==> src/include/assm_defines.svh <==
// Constants for the audio service select and mix link
`ifndef ASSM_DEFINES_SVH
`define ASSM_DEFINES_SVH

// Service type codes carried in the 3-bit type field
`define ASSM_SVC_MN       3'h0
`define ASSM_SVC_MX       3'h1
`define ASSM_SVC_NR       3'h2
`define ASSM_SVC_HA       3'h3
`define ASSM_SVC_D        3'h4
`define ASSM_SVC_C        3'h5
`define ASSM_SVC_E        3'h6
`define ASSM_SVC_VX       3'h7

// Field widths
`define ASSM_ID_W         4
`define ASSM_RATE_W       10
`define ASSM_LANG_W       8
`define ASSM_SMP_W        16
`define ASSM_DRC_W        5
`define ASSM_CH_W         3

// Rate limits in kbps
`define ASSM_RATE_MIN     10'h020
`define ASSM_RATE_MAX     10'h280
`define ASSM_RATE_FULL    10'h1C0
`define ASSM_RATE_MONO    10'h080
`define ASSM_RATE_DUAL    10'h0C0
`define ASSM_RATE_SUM     11'h240

// Channel indices and counts
`define ASSM_CH_L         3'h0
`define ASSM_CH_C         3'h1
`define ASSM_CH_R         3'h2
`define ASSM_NCH          6
`define ASSM_CHANS_ONE    3'h1
`define ASSM_CHANS_TWO    3'h2

// Main program attenuation: 6 dB per shift, at most 24 dB
`define ASSM_DRC_MAX      5'h18
`define ASSM_DRC_6DB      5'h06
`define ASSM_DRC_12DB     5'h0C
`define ASSM_DRC_18DB     5'h12
`define ASSM_SHIFT_W      3

// Selection priorities of the associated slot
`define ASSM_PRI_NONE     2'h0
`define ASSM_PRI_USER     2'h1
`define ASSM_PRI_VO       2'h2
`define ASSM_PRI_EMERG    2'h3

// Saturation bounds of the output sample
`define ASSM_SMP_POS      16'h7FFF
`define ASSM_SMP_NEG      16'h8000

`endif

==> src/include/assm_pkg.sv <==
// Types shared by both ends of the audio service link
`include "assm_defines.svh"

package assm_pkg;

	typedef enum logic [2:0] {
		ASSM_MN = `ASSM_SVC_MN,
		ASSM_MX = `ASSM_SVC_MX,
		ASSM_NR = `ASSM_SVC_NR,
		ASSM_HA = `ASSM_SVC_HA,
		ASSM_D  = `ASSM_SVC_D,
		ASSM_C  = `ASSM_SVC_C,
		ASSM_E  = `ASSM_SVC_E,
		ASSM_VX = `ASSM_SVC_VX
	} assm_svc_t;

	typedef enum logic [3:0] {
		ASSM_MODE_OFF   = 4'b0001,
		ASSM_MODE_ADD   = 4'b0010,
		ASSM_MODE_EMERG = 4'b0100,
		ASSM_MODE_FULL  = 4'b1000
	} assm_mode_t;

endpackage

==> src/include/assm_if.sv <==
// Link between the service source and the receiver mixer
`timescale 1ns/10ps
`include "assm_defines.svh"

interface assm_if;
	logic                      desc_valid;
	logic [`ASSM_ID_W-1:0]     desc_id;
	assm_pkg::assm_svc_t       desc_type;
	logic [`ASSM_CH_W-1:0]     desc_chans;
	logic                      desc_complete;
	logic [`ASSM_RATE_W-1:0]   desc_rate;
	logic [`ASSM_LANG_W-1:0]   desc_lang;
	logic                      desc_active;
	logic                      main_valid;
	logic [`ASSM_CH_W-1:0]     main_chan;
	logic [`ASSM_SMP_W-1:0]    main_smp;
	logic                      assoc_valid;
	logic [`ASSM_CH_W-1:0]     assoc_chan;
	logic [`ASSM_SMP_W-1:0]    assoc_smp;
	logic                      drc_valid;
	logic [`ASSM_DRC_W-1:0]    drc_db;

	modport src (
		output desc_valid, desc_id, desc_type, desc_chans, desc_complete,
		output desc_rate, desc_lang, desc_active,
		output main_valid, main_chan, main_smp,
		output assoc_valid, assoc_chan, assoc_smp, drc_valid, drc_db
	);

	modport rcv (
		input desc_valid, desc_id, desc_type, desc_chans, desc_complete,
		input desc_rate, desc_lang, desc_active,
		input main_valid, main_chan, main_smp,
		input assoc_valid, assoc_chan, assoc_smp, drc_valid, drc_db
	);
endinterface

==> src/rtl/assm_receiver.sv <==
// Receiver end: selects main and associated services and mixes them
//
// Summary of operation
// - Emergency service always wins routing to decoder
// - Emergency mutes main, only emergency reproduced
// - Voice-over second priority, below emergency only
// - Voice-over added to main centre channel
// - Voice-over gain words attenuate main, 24 dB
// - Mono narrative gain words attenuate main, 24 dB
// - Mono commentary gain words attenuate main, 24 dB
// - Complete narrative mix never alters main level
// - Mono dialogue added to music-effects centre
// - Source sends mono dialogue over multichannel
// - Stereo dialogue: left to left, right to right
// - Dialogue by stored language, explicit choice overrides
// - Commentary added to listener-chosen channel
// - Flag commentary presence; listener picks one
// - Main and complete services up to 448 kbps
// - Mono associated service at most 128 kbps
// - Stereo dialogue at most 192 kbps
// - Main plus associated at most 576 kbps
// - Rates outside 32 to 640 kbps invalid
// - Service type decoded from 3-bit field
`timescale 1ns/10ps
`include "assm_defines.svh"

module assm_receiver (
	input  wire logic                      mclk,
	input  wire logic                      rst_n,
	assm_if.rcv                            link,
	input  wire logic [`ASSM_ID_W-1:0]     main_pick_id,
	input  wire logic [`ASSM_LANG_W-1:0]   lang_pref,
	input  wire logic                      lang_override_en,
	input  wire logic [`ASSM_LANG_W-1:0]   lang_override,
	input  wire logic                      assoc_pick_en,
	input  wire logic [`ASSM_ID_W-1:0]     assoc_pick_id,
	input  wire logic [`ASSM_CH_W-1:0]     comment_target,
	input  wire logic                      comment_avail_clr,
	output logic                           out_valid,
	output logic [`ASSM_CH_W-1:0]          out_chan,
	output logic [`ASSM_SMP_W-1:0]         out_smp,
	output logic                           main_on,
	output assm_pkg::assm_mode_t           assoc_mode,
	output assm_pkg::assm_svc_t            assoc_type,
	output logic [`ASSM_DRC_W-1:0]         main_atten,
	output logic                           comment_avail,
	output logic                           rate_err
);

	logic [`ASSM_ID_W-1:0]   main_id_reg;
	assm_pkg::assm_svc_t     main_type_reg;
	logic [`ASSM_CH_W-1:0]   main_chans_reg;
	logic [`ASSM_ID_W-1:0]   assoc_id_reg;
	logic [`ASSM_CH_W-1:0]   assoc_chans_reg;
	logic [1:0]              assoc_pri_reg;
	logic [`ASSM_SMP_W-1:0]  hold_reg [`ASSM_NCH];

	logic                    rate_ok;
	logic                    full_ok;
	logic                    is_main;
	logic [`ASSM_LANG_W-1:0] lang_want;
	logic [1:0]              cand_pri;
	logic                    take;
	logic                    drop;
	logic                    drc_used;
	logic [`ASSM_SHIFT_W-1:0] shift;
	logic signed [`ASSM_SMP_W-1:0] scaled;
	logic [`ASSM_SMP_W-1:0]  add_term;
	logic [`ASSM_CH_W-1:0]   target;
	logic signed [`ASSM_SMP_W:0] sum;
	logic [`ASSM_SMP_W-1:0]  mix;

	////////////////////////////////////////////////////////////////////////
	// Descriptor qualification
	always_comb begin
		rate_ok = (link.desc_rate >= `ASSM_RATE_MIN) &&
			(link.desc_rate <= `ASSM_RATE_MAX);
		is_main = (link.desc_type == assm_pkg::ASSM_MN) ||
			(link.desc_type == assm_pkg::ASSM_MX);
		full_ok = !(is_main || link.desc_complete) ||
			(link.desc_rate <= `ASSM_RATE_FULL);
		lang_want = lang_override_en ? lang_override : lang_pref;
		cand_pri = `ASSM_PRI_NONE;
		case (link.desc_type)
			assm_pkg::ASSM_E: begin
				cand_pri = `ASSM_PRI_EMERG;
			end
			assm_pkg::ASSM_VX: begin
				cand_pri = `ASSM_PRI_VO;
			end
			assm_pkg::ASSM_D: begin
				if (link.desc_lang == lang_want &&
						main_type_reg == assm_pkg::ASSM_MX) begin
					cand_pri = `ASSM_PRI_USER;
				end
			end
			assm_pkg::ASSM_C, assm_pkg::ASSM_NR, assm_pkg::ASSM_HA: begin
				if (assoc_pick_en && link.desc_id == assoc_pick_id) begin
					cand_pri = `ASSM_PRI_USER;
				end
			end
			default: begin
				cand_pri = `ASSM_PRI_NONE;
			end
		endcase
		take = link.desc_valid && link.desc_active && rate_ok &&
			full_ok && cand_pri != `ASSM_PRI_NONE &&
			cand_pri >= assoc_pri_reg;
		drop = link.desc_valid && !link.desc_active &&
			link.desc_id == assoc_id_reg &&
			assoc_mode != assm_pkg::ASSM_MODE_OFF;
	end

	////////////////////////////////////////////////////////////////////////
	// Main service selection
	always_ff @(posedge mclk or negedge rst_n) begin
		if (!rst_n) begin
			main_on        <= 1'b0;
			main_id_reg    <= '0;
			main_type_reg  <= assm_pkg::ASSM_MN;
			main_chans_reg <= '0;
		end else if (link.desc_valid && is_main &&
				link.desc_id == main_pick_id) begin
			main_on <= link.desc_active && rate_ok && full_ok;
			if (link.desc_active) begin
				main_id_reg    <= link.desc_id;
				main_type_reg  <= link.desc_type;
				main_chans_reg <= link.desc_chans;
			end
		end
	end

	////////////////////////////////////////////////////////////////////////
	// Associated slot: one service, ranked by priority
	always_ff @(posedge mclk or negedge rst_n) begin
		if (!rst_n) begin
			assoc_mode      <= assm_pkg::ASSM_MODE_OFF;
			assoc_type      <= assm_pkg::ASSM_MN;
			assoc_id_reg    <= '0;
			assoc_chans_reg <= '0;
			assoc_pri_reg   <= `ASSM_PRI_NONE;
		end else if (take) begin
			assoc_type      <= link.desc_type;
			assoc_id_reg    <= link.desc_id;
			assoc_chans_reg <= link.desc_chans;
			assoc_pri_reg   <= cand_pri;
			if (link.desc_type == assm_pkg::ASSM_E) begin
				assoc_mode <= assm_pkg::ASSM_MODE_EMERG;
			end else if (link.desc_complete &&
					link.desc_type != assm_pkg::ASSM_VX) begin
				assoc_mode <= assm_pkg::ASSM_MODE_FULL;
			end else begin
				assoc_mode <= assm_pkg::ASSM_MODE_ADD;
			end
		end else if (drop) begin
			assoc_mode    <= assm_pkg::ASSM_MODE_OFF;
			assoc_pri_reg <= `ASSM_PRI_NONE;
		end
	end

	////////////////////////////////////////////////////////////////////////
	// Main attenuation from the associated gain words, capped at 24 dB
	always_ff @(posedge mclk or negedge rst_n) begin
		if (!rst_n) begin
			main_atten <= '0;
		end else if (take || drop) begin
			main_atten <= '0;
		end else if (link.drc_valid) begin
			main_atten <= (link.drc_db > `ASSM_DRC_MAX) ?
				`ASSM_DRC_MAX : link.drc_db;
		end
	end

	////////////////////////////////////////////////////////////////////////
	// Latest associated sample per channel
	generate
		for (genvar i = 0; i < `ASSM_NCH; i++) begin : g_hold
			always_ff @(posedge mclk or negedge rst_n) begin
				if (!rst_n) begin
					hold_reg[i] <= '0;
				end else if (take) begin
					hold_reg[i] <= '0;
				end else if (link.assoc_valid &&
						link.assoc_chan == `ASSM_CH_W'(i)) begin
					hold_reg[i] <= link.assoc_smp;
				end
			end
		end
	endgenerate

	////////////////////////////////////////////////////////////////////////
	// Mixer datapath
	always_comb begin
		drc_used = (assoc_mode == assm_pkg::ASSM_MODE_ADD) &&
			(assoc_type == assm_pkg::ASSM_VX ||
			assoc_type == assm_pkg::ASSM_NR ||
			assoc_type == assm_pkg::ASSM_C);
		if (!drc_used) begin
			shift = '0;
		end else if (main_atten >= `ASSM_DRC_MAX) begin
			shift = `ASSM_SHIFT_W'(4);
		end else if (main_atten >= `ASSM_DRC_18DB) begin
			shift = `ASSM_SHIFT_W'(3);
		end else if (main_atten >= `ASSM_DRC_12DB) begin
			shift = `ASSM_SHIFT_W'(2);
		end else if (main_atten >= `ASSM_DRC_6DB) begin
			shift = `ASSM_SHIFT_W'(1);
		end else begin
			shift = '0;
		end
		scaled = $signed(link.main_smp) >>> shift;
		if (assoc_type == assm_pkg::ASSM_C ||
				assoc_type == assm_pkg::ASSM_NR) begin
			target = comment_target;
		end else begin
			target = `ASSM_CH_C;
		end
		add_term = '0;
		if (assoc_type == assm_pkg::ASSM_D &&
				assoc_chans_reg == `ASSM_CHANS_TWO &&
				main_chans_reg == `ASSM_CHANS_TWO) begin
			if (link.main_chan == `ASSM_CH_L ||
					link.main_chan == `ASSM_CH_R) begin
				add_term = hold_reg[link.main_chan];
			end
		end else if (link.main_chan == target) begin
			add_term = hold_reg[`ASSM_CH_C];
		end
		sum = {scaled[`ASSM_SMP_W-1], scaled} +
			{add_term[`ASSM_SMP_W-1], add_term};
		if (sum[`ASSM_SMP_W] != sum[`ASSM_SMP_W-1]) begin
			mix = sum[`ASSM_SMP_W] ? `ASSM_SMP_NEG : `ASSM_SMP_POS;
		end else begin
			mix = sum[`ASSM_SMP_W-1:0];
		end
	end

	////////////////////////////////////////////////////////////////////////
	// Output samples, timed by the main stream
	always_ff @(posedge mclk or negedge rst_n) begin
		if (!rst_n) begin
			out_valid <= 1'b0;
			out_chan  <= '0;
			out_smp   <= '0;
		end else begin
			out_valid <= link.main_valid &&
				(main_on || assoc_mode == assm_pkg::ASSM_MODE_EMERG);
			out_chan  <= link.main_chan;
			case (assoc_mode)
				assm_pkg::ASSM_MODE_EMERG: begin
					out_smp <= (link.main_chan == `ASSM_CH_C) ?
						hold_reg[`ASSM_CH_C] : '0;
				end
				assm_pkg::ASSM_MODE_FULL: begin
					out_smp <= hold_reg[link.main_chan];
				end
				assm_pkg::ASSM_MODE_ADD: begin
					out_smp <= mix;
				end
				default: begin
					out_smp <= link.main_smp;
				end
			endcase
		end
	end

	////////////////////////////////////////////////////////////////////////
	// Status flags
	always_ff @(posedge mclk or negedge rst_n) begin
		if (!rst_n) begin
			comment_avail <= 1'b0;
			rate_err      <= 1'b0;
		end else begin
			rate_err <= link.desc_valid && !rate_ok;
			if (link.desc_valid && link.desc_active && rate_ok &&
					link.desc_type == assm_pkg::ASSM_C) begin
				comment_avail <= 1'b1;
			end else if (comment_avail_clr) begin
				comment_avail <= 1'b0;
			end
		end
	end

endmodule // assm_receiver

==> src/flat_wrapper.sv <==
// flat-port wrapper written by rule: the top's interface ports become plain ports
module assm_receiver_flat 
  (mclk, rst_n, main_pick_id, lang_pref, lang_override_en, lang_override, assoc_pick_en, assoc_pick_id, comment_target, comment_avail_clr, out_valid, out_chan, out_smp, main_on, assoc_mode, assoc_type, main_atten, comment_avail, rate_err, link_desc_valid, link_desc_id, link_desc_type, link_desc_chans, link_desc_complete, link_desc_rate, link_desc_lang, link_desc_active, link_main_valid, link_main_chan, link_main_smp, link_assoc_valid, link_assoc_chan, link_assoc_smp, link_drc_valid, link_drc_db);
  assm_if link_i ();
  input  wire logic mclk;
  input  wire logic rst_n;
  input  wire logic [`ASSM_ID_W-1:0] main_pick_id;
  input  wire logic [`ASSM_LANG_W-1:0] lang_pref;
  input  wire logic lang_override_en;
  input  wire logic [`ASSM_LANG_W-1:0] lang_override;
  input  wire logic assoc_pick_en;
  input  wire logic [`ASSM_ID_W-1:0] assoc_pick_id;
  input  wire logic [`ASSM_CH_W-1:0] comment_target;
  input  wire logic comment_avail_clr;
  output logic out_valid;
  output logic [`ASSM_CH_W-1:0] out_chan;
  output logic [`ASSM_SMP_W-1:0] out_smp;
  output logic main_on;
  output assm_pkg::assm_mode_t assoc_mode;
  output assm_pkg::assm_svc_t assoc_type;
  output logic [`ASSM_DRC_W-1:0] main_atten;
  output logic comment_avail;
  output logic rate_err;
  input wire logic [$bits(link_i.desc_valid)-1:0] link_desc_valid;
  input wire logic [$bits(link_i.desc_id)-1:0] link_desc_id;
  input wire logic [$bits(link_i.desc_type)-1:0] link_desc_type;
  input wire logic [$bits(link_i.desc_chans)-1:0] link_desc_chans;
  input wire logic [$bits(link_i.desc_complete)-1:0] link_desc_complete;
  input wire logic [$bits(link_i.desc_rate)-1:0] link_desc_rate;
  input wire logic [$bits(link_i.desc_lang)-1:0] link_desc_lang;
  input wire logic [$bits(link_i.desc_active)-1:0] link_desc_active;
  input wire logic [$bits(link_i.main_valid)-1:0] link_main_valid;
  input wire logic [$bits(link_i.main_chan)-1:0] link_main_chan;
  input wire logic [$bits(link_i.main_smp)-1:0] link_main_smp;
  input wire logic [$bits(link_i.assoc_valid)-1:0] link_assoc_valid;
  input wire logic [$bits(link_i.assoc_chan)-1:0] link_assoc_chan;
  input wire logic [$bits(link_i.assoc_smp)-1:0] link_assoc_smp;
  input wire logic [$bits(link_i.drc_valid)-1:0] link_drc_valid;
  input wire logic [$bits(link_i.drc_db)-1:0] link_drc_db;
  assign link_i.desc_valid = link_desc_valid;
  assign link_i.desc_id = link_desc_id;
  assign link_i.desc_type = link_desc_type;
  assign link_i.desc_chans = link_desc_chans;
  assign link_i.desc_complete = link_desc_complete;
  assign link_i.desc_rate = link_desc_rate;
  assign link_i.desc_lang = link_desc_lang;
  assign link_i.desc_active = link_desc_active;
  assign link_i.main_valid = link_main_valid;
  assign link_i.main_chan = link_main_chan;
  assign link_i.main_smp = link_main_smp;
  assign link_i.assoc_valid = link_assoc_valid;
  assign link_i.assoc_chan = link_assoc_chan;
  assign link_i.assoc_smp = link_assoc_smp;
  assign link_i.drc_valid = link_drc_valid;
  assign link_i.drc_db = link_drc_db;
  assm_receiver u_core (.mclk(mclk), .rst_n(rst_n), .link(link_i), .main_pick_id(main_pick_id), .lang_pref(lang_pref), .lang_override_en(lang_override_en), .lang_override(lang_override), .assoc_pick_en(assoc_pick_en), .assoc_pick_id(assoc_pick_id), .comment_target(comment_target), .comment_avail_clr(comment_avail_clr), .out_valid(out_valid), .out_chan(out_chan), .out_smp(out_smp), .main_on(main_on), .assoc_mode(assoc_mode), .assoc_type(assoc_type), .main_atten(main_atten), .comment_avail(comment_avail), .rate_err(rate_err));
endmodule
==> config.mk <==
export PLATFORM = sky130hd
export DESIGN_NAME = assm_receiver_flat
export DESIGN_NICKNAME = d
export VERILOG_FILES = /design/src/include/assm_pkg.sv /design/src/include/assm_if.sv /design/src/rtl/assm_receiver.sv /design/src/flat_wrapper.sv
export VERILOG_INCLUDE_DIRS = /design/src /design/src/include
export SDC_FILE = /design/constraint.sdc
export NUM_CORES = 1
export LEC_CHECK = 0
export BUFFER_PORTS_ARGS = -buffer_cell sky130_fd_sc_hd__buf_2
export CELL_PAD_IN_SITES_DETAIL_PLACEMENT = 0
export CELL_PAD_IN_SITES_GLOBAL_PLACEMENT = 2
export CORE_UTILIZATION = 38
export CTS_CLUSTER_SIZE = 14
export DETAILED_ROUTE_END_ITERATION = 8
export PLACE_DENSITY = 0.92
export SLEW_MARGIN = 20
export SYNTH_ARGS = -nofsm -noshare
export SYNTH_HDL_FRONTEND = slang
export SYNTH_SLANG_ARGS = --single-unit
==> constraint.sdc <==
create_clock -name mclk -period 8 [get_ports mclk]
set_clock_uncertainty 0.1 [all_clocks]
set_input_delay 1.6 -clock mclk [delete_from_list [all_inputs] [get_ports mclk]]
set_output_delay 1.6 -clock mclk [all_outputs]
set_load 0.02 [all_outputs]
==> reports/qor.txt, run 1 <==
status = completed
WHS = 0.399 ns
Post-Syn Area = 9030 sq um
Max Fanout on Critical Path = 19
io pins = 144
yosys warns = 0
Internal = 1.88 mW
CTS clock-pin slew for the worst setup and hold paths = 0.06 ns
P_leak = 4.65 nW
vias in the first global route = 7587
total core area = 23400 sq um
relative slew slack = 35.4%
P&R area growth vs syn = 17.5%
Slew Viols, Final = 0
max cap viols = 0
worst setup path class = register to register
clock buffer depth = 2
TritonCTS clock tree = yes
Fin. Hold Viols = 0
Die ar. = 24400 sq um
setup tns final = 0 ns
worst slack, placed = 1.83 ns
clock root buffer = clkbuf_16
max reg flops = 96
initial antenna violation count = 0
fmax = 0.172 GHz
maximum VDD drop = 120 uV
Hold Path Class = register to register
# diodes = 0
Initial Util = 38.6%
final setup margin = 2.18 ns
sequential element share of the synthesized area = 40.5%
sw frac = 33.3%
P_sw = 0.940 mW
post-CTS sizing = 0
Synth Register Bits = 146
Post-CTS Setup Bufs = 0
antenna viol nets, final = 0
pin count of the biggest net entering global routing = 78
most frequent cells in the layout = nand2_1, dfrtp_1, buf_2
hold_buf cts = 0
GP Congestion = 0.864
std cell rows = 56
Post-Synthesis Cells = 994
most common cell after layout, fill and taps aside = nand2_1
Seq pwr share = 37.6%
drt drc = 0
Chip Width = 156 um
# clock sinks = 146
Synth cell types = 79
IO buf count = 143
DP HPWL = 18.5 mm
first-pass GRT wire length = 41.4 mm
Die Span Y = 156 um
Clk pwr share = 31.6%
fin crit share = 72.7%
share of layout cells above drive strength 1 = 23.1%
Critical Path End Type = register
routed len/inst = 18.0 um
Comb pwr share = 30.8%
drt pass-1 iters = 5
syn_nets = 1122
Tmin final = 5.82 ns
worst endpoint data arrival time = 6.02 ns
startpoint types = register
dominant cell type by area after synthesis = dfrtp_1
GR Util All Layers = 22.0%
Iter 0 DRT Violations = 519
final setup fails = 0
reg-to-reg slack, setup = 2.18 ns
Main synth FF type = dfrtp_1
Worst-Skew Late Latency = 0.42 ns
Slew @ Worst Pin = 0.967 ns
htree depth = 4
top area cells in the synthesized netlist = dfrtp_1, nand2_1, a21oi_1
Async S/R FF share, synth = 100%
GRT Residual Overflow = 0
synthesized area per cell = 9.09 sq um
total wire length = 26.1 mm
RSZ-0062 raised after global routing = false
Pwr Density = 266 nW/um^2
share of the synthesized area in the top cell type = 40.2%
Post-synth EDFFs = 0
DR vias = 7792
NumNets Final = 1244
Via density = 5.38
Critical Path RT = 8.20 ns
TritonCTS Buffers = 17
synthesized netlist by cell type (3+ instances only):
library cell and number:
nand2_1 230, dfrtp_1 145, a21oi_1 121, nor2_1 46, mux2_2 38, mux2i_1 36
inv_1 33, o21ai_0 26, clkbuf_1 24, ha_1 18, o22ai_1 18, a22oi_1 16
mux4_2 16, xnor2_1 15, xor2_1 15, buf_4 14, o32a_1 14, nor2b_1 13
nor3_1 13, nand3_1 12, buf_2 11, nand2b_1 8, nor4_1 8, and2_1 7
a211oi_1 6, o211ai_1 5, o21a_1 5, a21o_1 4, and3_1 4, nor3b_1 4
o21ai_1 4, a22o_1 3, buf_6 3
worst paths after layout:
| path | from | end | depth (start not counted) |
|---|---|---|---|
| setup reg to reg | u_core.assoc_mode[3] | u_core.out_smp[2] | 16 |
| min in group asynchronous | rst_n | u_core.hold_reg[31] | 1 |
| max in group asynchronous | rst_n | u_core.hold_reg[52] | 2 |
| setup / recovery | u_core.assoc_mode[3] | u_core.out_smp[2] | 16 |
| hold / removal | u_core.main_type_reg[2] | u_core.main_type_reg[2] | 1 |
| hold reg to reg | u_core.main_type_reg[2] | u_core.main_type_reg[2] | 1 |
stage by stage:
step | instance area [sq um] | power (mW) | instances | util, %
finish | 10600 | 2.82 | 1448 | 45.4
global route | 10600 | 2.98 | 1448 | 45.4
CTS | 10600 | 2.84 | 1448 | 45.3
detailed placement | 9970 | 1.94 | 1416 | 42.6
global placement | 9970 | 1.93 | 1416 | 42.6
floorplan | 9030 | 1.66 | 994 | -
layer usage:
metal  GRT usage, %  up-vias  share of wire [%]  routed length (um)
met3           3.56       25                3.9                1030
met2           36.8      188                 49               12900
met4           6.58        0                1.5                 381
met1           29.1     3797                 45               11800
met5              0        -                  0                   0
li1               -     3782                  -                   -
power groups by stage:
stage               registers (mW)  logic [mW]  clock network, mW
floorplan                     1.12       0.548                  0
global placement              1.07       0.859                  0
detailed placement            1.07       0.870                  0
CTS                           1.06       0.875              0.903
global route                  1.09       0.962              0.931
finish                        1.06       0.870              0.892
cell families after synthesis:
group	count (synthesis)	synth area share, %
adder cells (fa/ha/maj)	19	2.71
AND/OR/NAND/NOR	368	18.2
AO/OA/AOI/OAI	252	18.1
XOR/XNOR	30	2.91
flip-flops	146	40.5
buffers and inverters	87	4.60
multiplexers	92	13.0
cell type report:
class,instances,area (sq um)
fill,2331,12800
inverter,34,128
multi-input combinational,761,4970
clock buffer,23,468
sequential,146,3650
tap,319,399
timing repair buffer,156,823
clock inverter,9,176
worst max-delay path: stages, from the launching register on:
cell	delay [ns]
dfrtp_1	0.42
or4b_1	0.69
a21oi_2	0.23
o21a_1	0.76
mux2i_1	0.34
mux2i_1	0.13
nand2_1	0.11
o31ai_1	0.11
ha_1	0.28
fa_1	0.44
a211oi_1	0.33
o211ai_1	0.18
a221oi_2	0.45
o21ai_1	0.14
o211ai_2	0.54
nor2_1	0.12
o32a_1	0.31
Note: power is estimated with default switching activity, not from simulation.
==> run 2: changes to the inputs <==
- ABC_AREA: unset -> 1
- CORE_UTILIZATION: 38 -> 33
- PLACE_DENSITY: 0.92 -> 0.88
- clock period: 8 -> 5.5 ns (I/O delays scaled with it)
==> run 2 against run 1 <==
Against the previous run: cell count rose by 28%; register-to-register slack got worse by 1.2 ns; highest routed layer unchanged; synthesized cell count rose by 35%; largest cell class unchanged; combinational power rose by 48%; clock power rose by 36%; flip-flop and latch count did not move.
==> reports/qor.txt, run 2 <==
Critical Path RT = 5.70 ns (-2.50 ns)
Tmin final = 4.56 ns
antenna viol nets, final = 0 (unchanged)
Non-Filler Instances = 1847 (+28%)
Post-Synthesis Cells = 1342 (+35%)
io pins = 144 (unchanged)
Placed Area = 10500 sq um (+5.3%)
RSZ-0062 raised after global routing = false
Via density = 5.09 (-5.4%)
GP Congestion = 0.867 (+0.36%)
routed len/inst = 16.3 um (-9.6%)
fin area = 11100 sq um (+4.7%)
htree depth = 4 (unchanged)
CTS clock-pin slew for the worst setup and hold paths = 0.07 ns (about the same)
Max Fanout on Critical Path = 19 (unchanged)
P&R area growth vs syn = 16.5%
fmax = 0.219 GHz
TritonCTS clock tree = yes
most numerous cell in the Yosys netlist = nand2_1
std cell rows = 61 (+8.9%)
P_leak = 5.76 nW (+24%)
placed insts = 1814 (+28%)
GRT Residual Overflow = 0 (unchanged)
DR vias = 9400 (+21%)
Main synth FF type = dfrtp_1
most frequent cells in the layout = nand2_1, nand3_1, dfrtp_1
Pwr Density = 362 nW/um^2 (+36%)
relative slew slack = 44.2% (+8.8 points)
GR Util All Layers = 21.2% (-0.78 points)
initial antenna violation count = 1 (+1)
worst setup path class = input pin to register
Post-synth EDFFs = 0 (unchanged)
Chip Width = 172 um (+10%)
startpoint types = input pin
Hold Path Class = register to register
first-pass GRT wire length = 49.0 mm (+18%)
clock buffer depth = 2 (unchanged)
# clock sinks = 146 (unchanged)
total wire length = 30.1 mm (+15%)
dominant cell type by area after synthesis = dfrtp_1
pin count of the biggest net entering global routing = 148 (+90%)
Post-CTS Setup Bufs = 0 (unchanged)
sequential element share of the synthesized area = 38.3% (-2.1 points)
top area cells in the synthesized netlist = dfrtp_1, nand3_1, nand2_1
setup tns final = 0 ns (unchanged)
hold_buf cts = 0 (unchanged)
Comb pwr share = 32.2% (+1.4 points)
Slew @ Worst Pin = 0.836 ns (-0.131 ns)
Iter 0 DRT Violations = 660 (+27%)
Synth cell types = 49 (-38%)
vias in the first global route = 8931 (+18%)
Worst-Skew Late Latency = 0.43 ns (about the same)
DP HPWL = 22.6 mm (+22%)
maximum VDD drop = 158 uV (+31%)
Synth Register Bits = 146 (unchanged)
status = completed
total power = 4.02 mW (+42%)
post-CTS sizing = 0 (unchanged)
clock root buffer = clkbuf_16
NumNets Final = 1583 (+27%)
Initial Util = 34.0% (-4.6 points)
commonest cells in the synthesized netlist = nand2_1, nand3_1, dfrtp_1
Post-Syn Area = 9540 sq um (+5.6%)
max cap viols = 0 (unchanged)
Fin. Hold Viols = 0 (unchanged)
yosys warns = 0 (unchanged)
most common cell after layout, fill and taps aside = nand2_1
drt drc = 0 (unchanged)
TritonCTS Buffers = 17 (unchanged)
Internal = 2.46 mW (+31%)
worst endpoint data arrival time = 4.76 ns (-1.26 ns)
Seq pwr share = 37.8% (+0.2 points)
final-layout fill cell count = 3072 (+32%)
Slew Viols, Final = 0 (unchanged)
share of layout cells above drive strength 1 = 15.2% (-7.9 points)
Die ar. = 29600 sq um (+21%)
drt pass-1 iters = 5 (unchanged)
IO buf count = 143 (unchanged)
syn_nets = 1470 (+31%)
max reg flops = 96 (unchanged)
sw frac = 38.8% (+5.5 points)
synthesized area per cell = 7.11 sq um (-22%)
Clk pwr share = 30.1% (-1.5 points)
Critical Path End Type = register
P_sw = 1.56 mW (+66%)
share of the synthesized area in the top cell type = 38.0% (-2.1 points)
Async S/R FF share, synth = 100% (unchanged)
Die Span Y = 172 um (+10%)
final setup fails = 0 (unchanged)
fin crit share = 82.9%
total core area = 28100 sq um (+20%)
==> run 2: through the flow <==
stage               utilization [%]  setup WS, ns  hold slack (ns)
detailed placement             37.4         0.537            0.368
CTS                            39.6         0.967            0.390
finish                         39.6         0.942            0.388
floorplan                         -          1.56            0.349
global route                   39.6         0.519            0.405
global placement               37.4         0.597            0.366
==> run 2: logic make-up (layout without fill, tap and decap cells) <==
kind of cell	count (synthesis)	after routing	synth area share (%)
and+or+nand+nor	730	730	33.6
AOI/OAI and AO/OA	225	225	14.1
buffers and inverters	204	330	9.68
DFF	146	146	38.3
adders and majority gates	19	19	2.57
xor gates and xnor gates	16	16	1.47
muxes	2	2	0.210
other	0	1	0
==> run 2: worst max-delay path, stage by stage <==
cell      delay [ns]
buf_2           0.09
clkinv_1        0.56
nand3b_1        0.73
o21ai_0         0.21
ha_1            0.26
fa_1            0.41
nand3_1         0.11
nand2_1         0.10
nand2_1         0.07
nand2_1         0.10
nand2_1         0.13
nand2_1         0.08
nand2_1         0.06
nand2_1         0.05
nand2_1         0.39
nand3_1         0.15
nand2_1         0.09
a21oi_1         0.06
==> run 2: cell type report <==
type                    instances  area (sq um)  area share, %
well taps                     378           473           4.26
diodes                          1          2.50         0.0225
repair buffers                165           900           8.10
flip-flops and latches        146          3650           32.9
clock buffers                  17           425           3.83
multi-input cells             992          4970           44.7
clock inverters                15           188           1.69
inverters                     133           499           4.49
==> run 2: final timing paths <==
kind                                           start                   endpoint  slack (ns)  depth (start not counted)
max                                link_main_chan[0]         u_core.out_smp[13]        0.94                         18
min                        u_core.assoc_chans_reg[2]  u_core.assoc_chans_reg[2]        0.39                          2
max reg2reg                     u_core.assoc_mode[3]         u_core.out_smp[13]        1.03                         25
min reg2reg                u_core.assoc_chans_reg[2]  u_core.assoc_chans_reg[2]        0.39                          2
max in group asynchronous                      rst_n         u_core.out_chan[2]        3.72                          2
min in group asynchronous                      rst_n        u_core.hold_reg[49]        0.47                          1
==> run 2: per-layer routing <==
| layer | wire, um | vias to the layer above | track usage (%) |
|---|---|---|---|
| met2 | 13300 | 237 | 32.2 |
| met3 | 1320 | 10 | 2.86 |
| met1 | 15300 | 4423 | 32.0 |
| met5 | 0 | - | 0 |
| met4 | 172 | 0 | 3.73 |
| li1 | - | 4730 | - |
==> run 2: power groups by stage <==
stage	logic (mW)	registers (mW)	clock network (mW)
finish	1.29	1.52	1.21
global route	1.47	1.55	1.28
CTS	1.29	1.52	1.24
detailed placement	1.29	1.54	0
global placement	1.28	1.54	0
floorplan	0.782	1.60	0
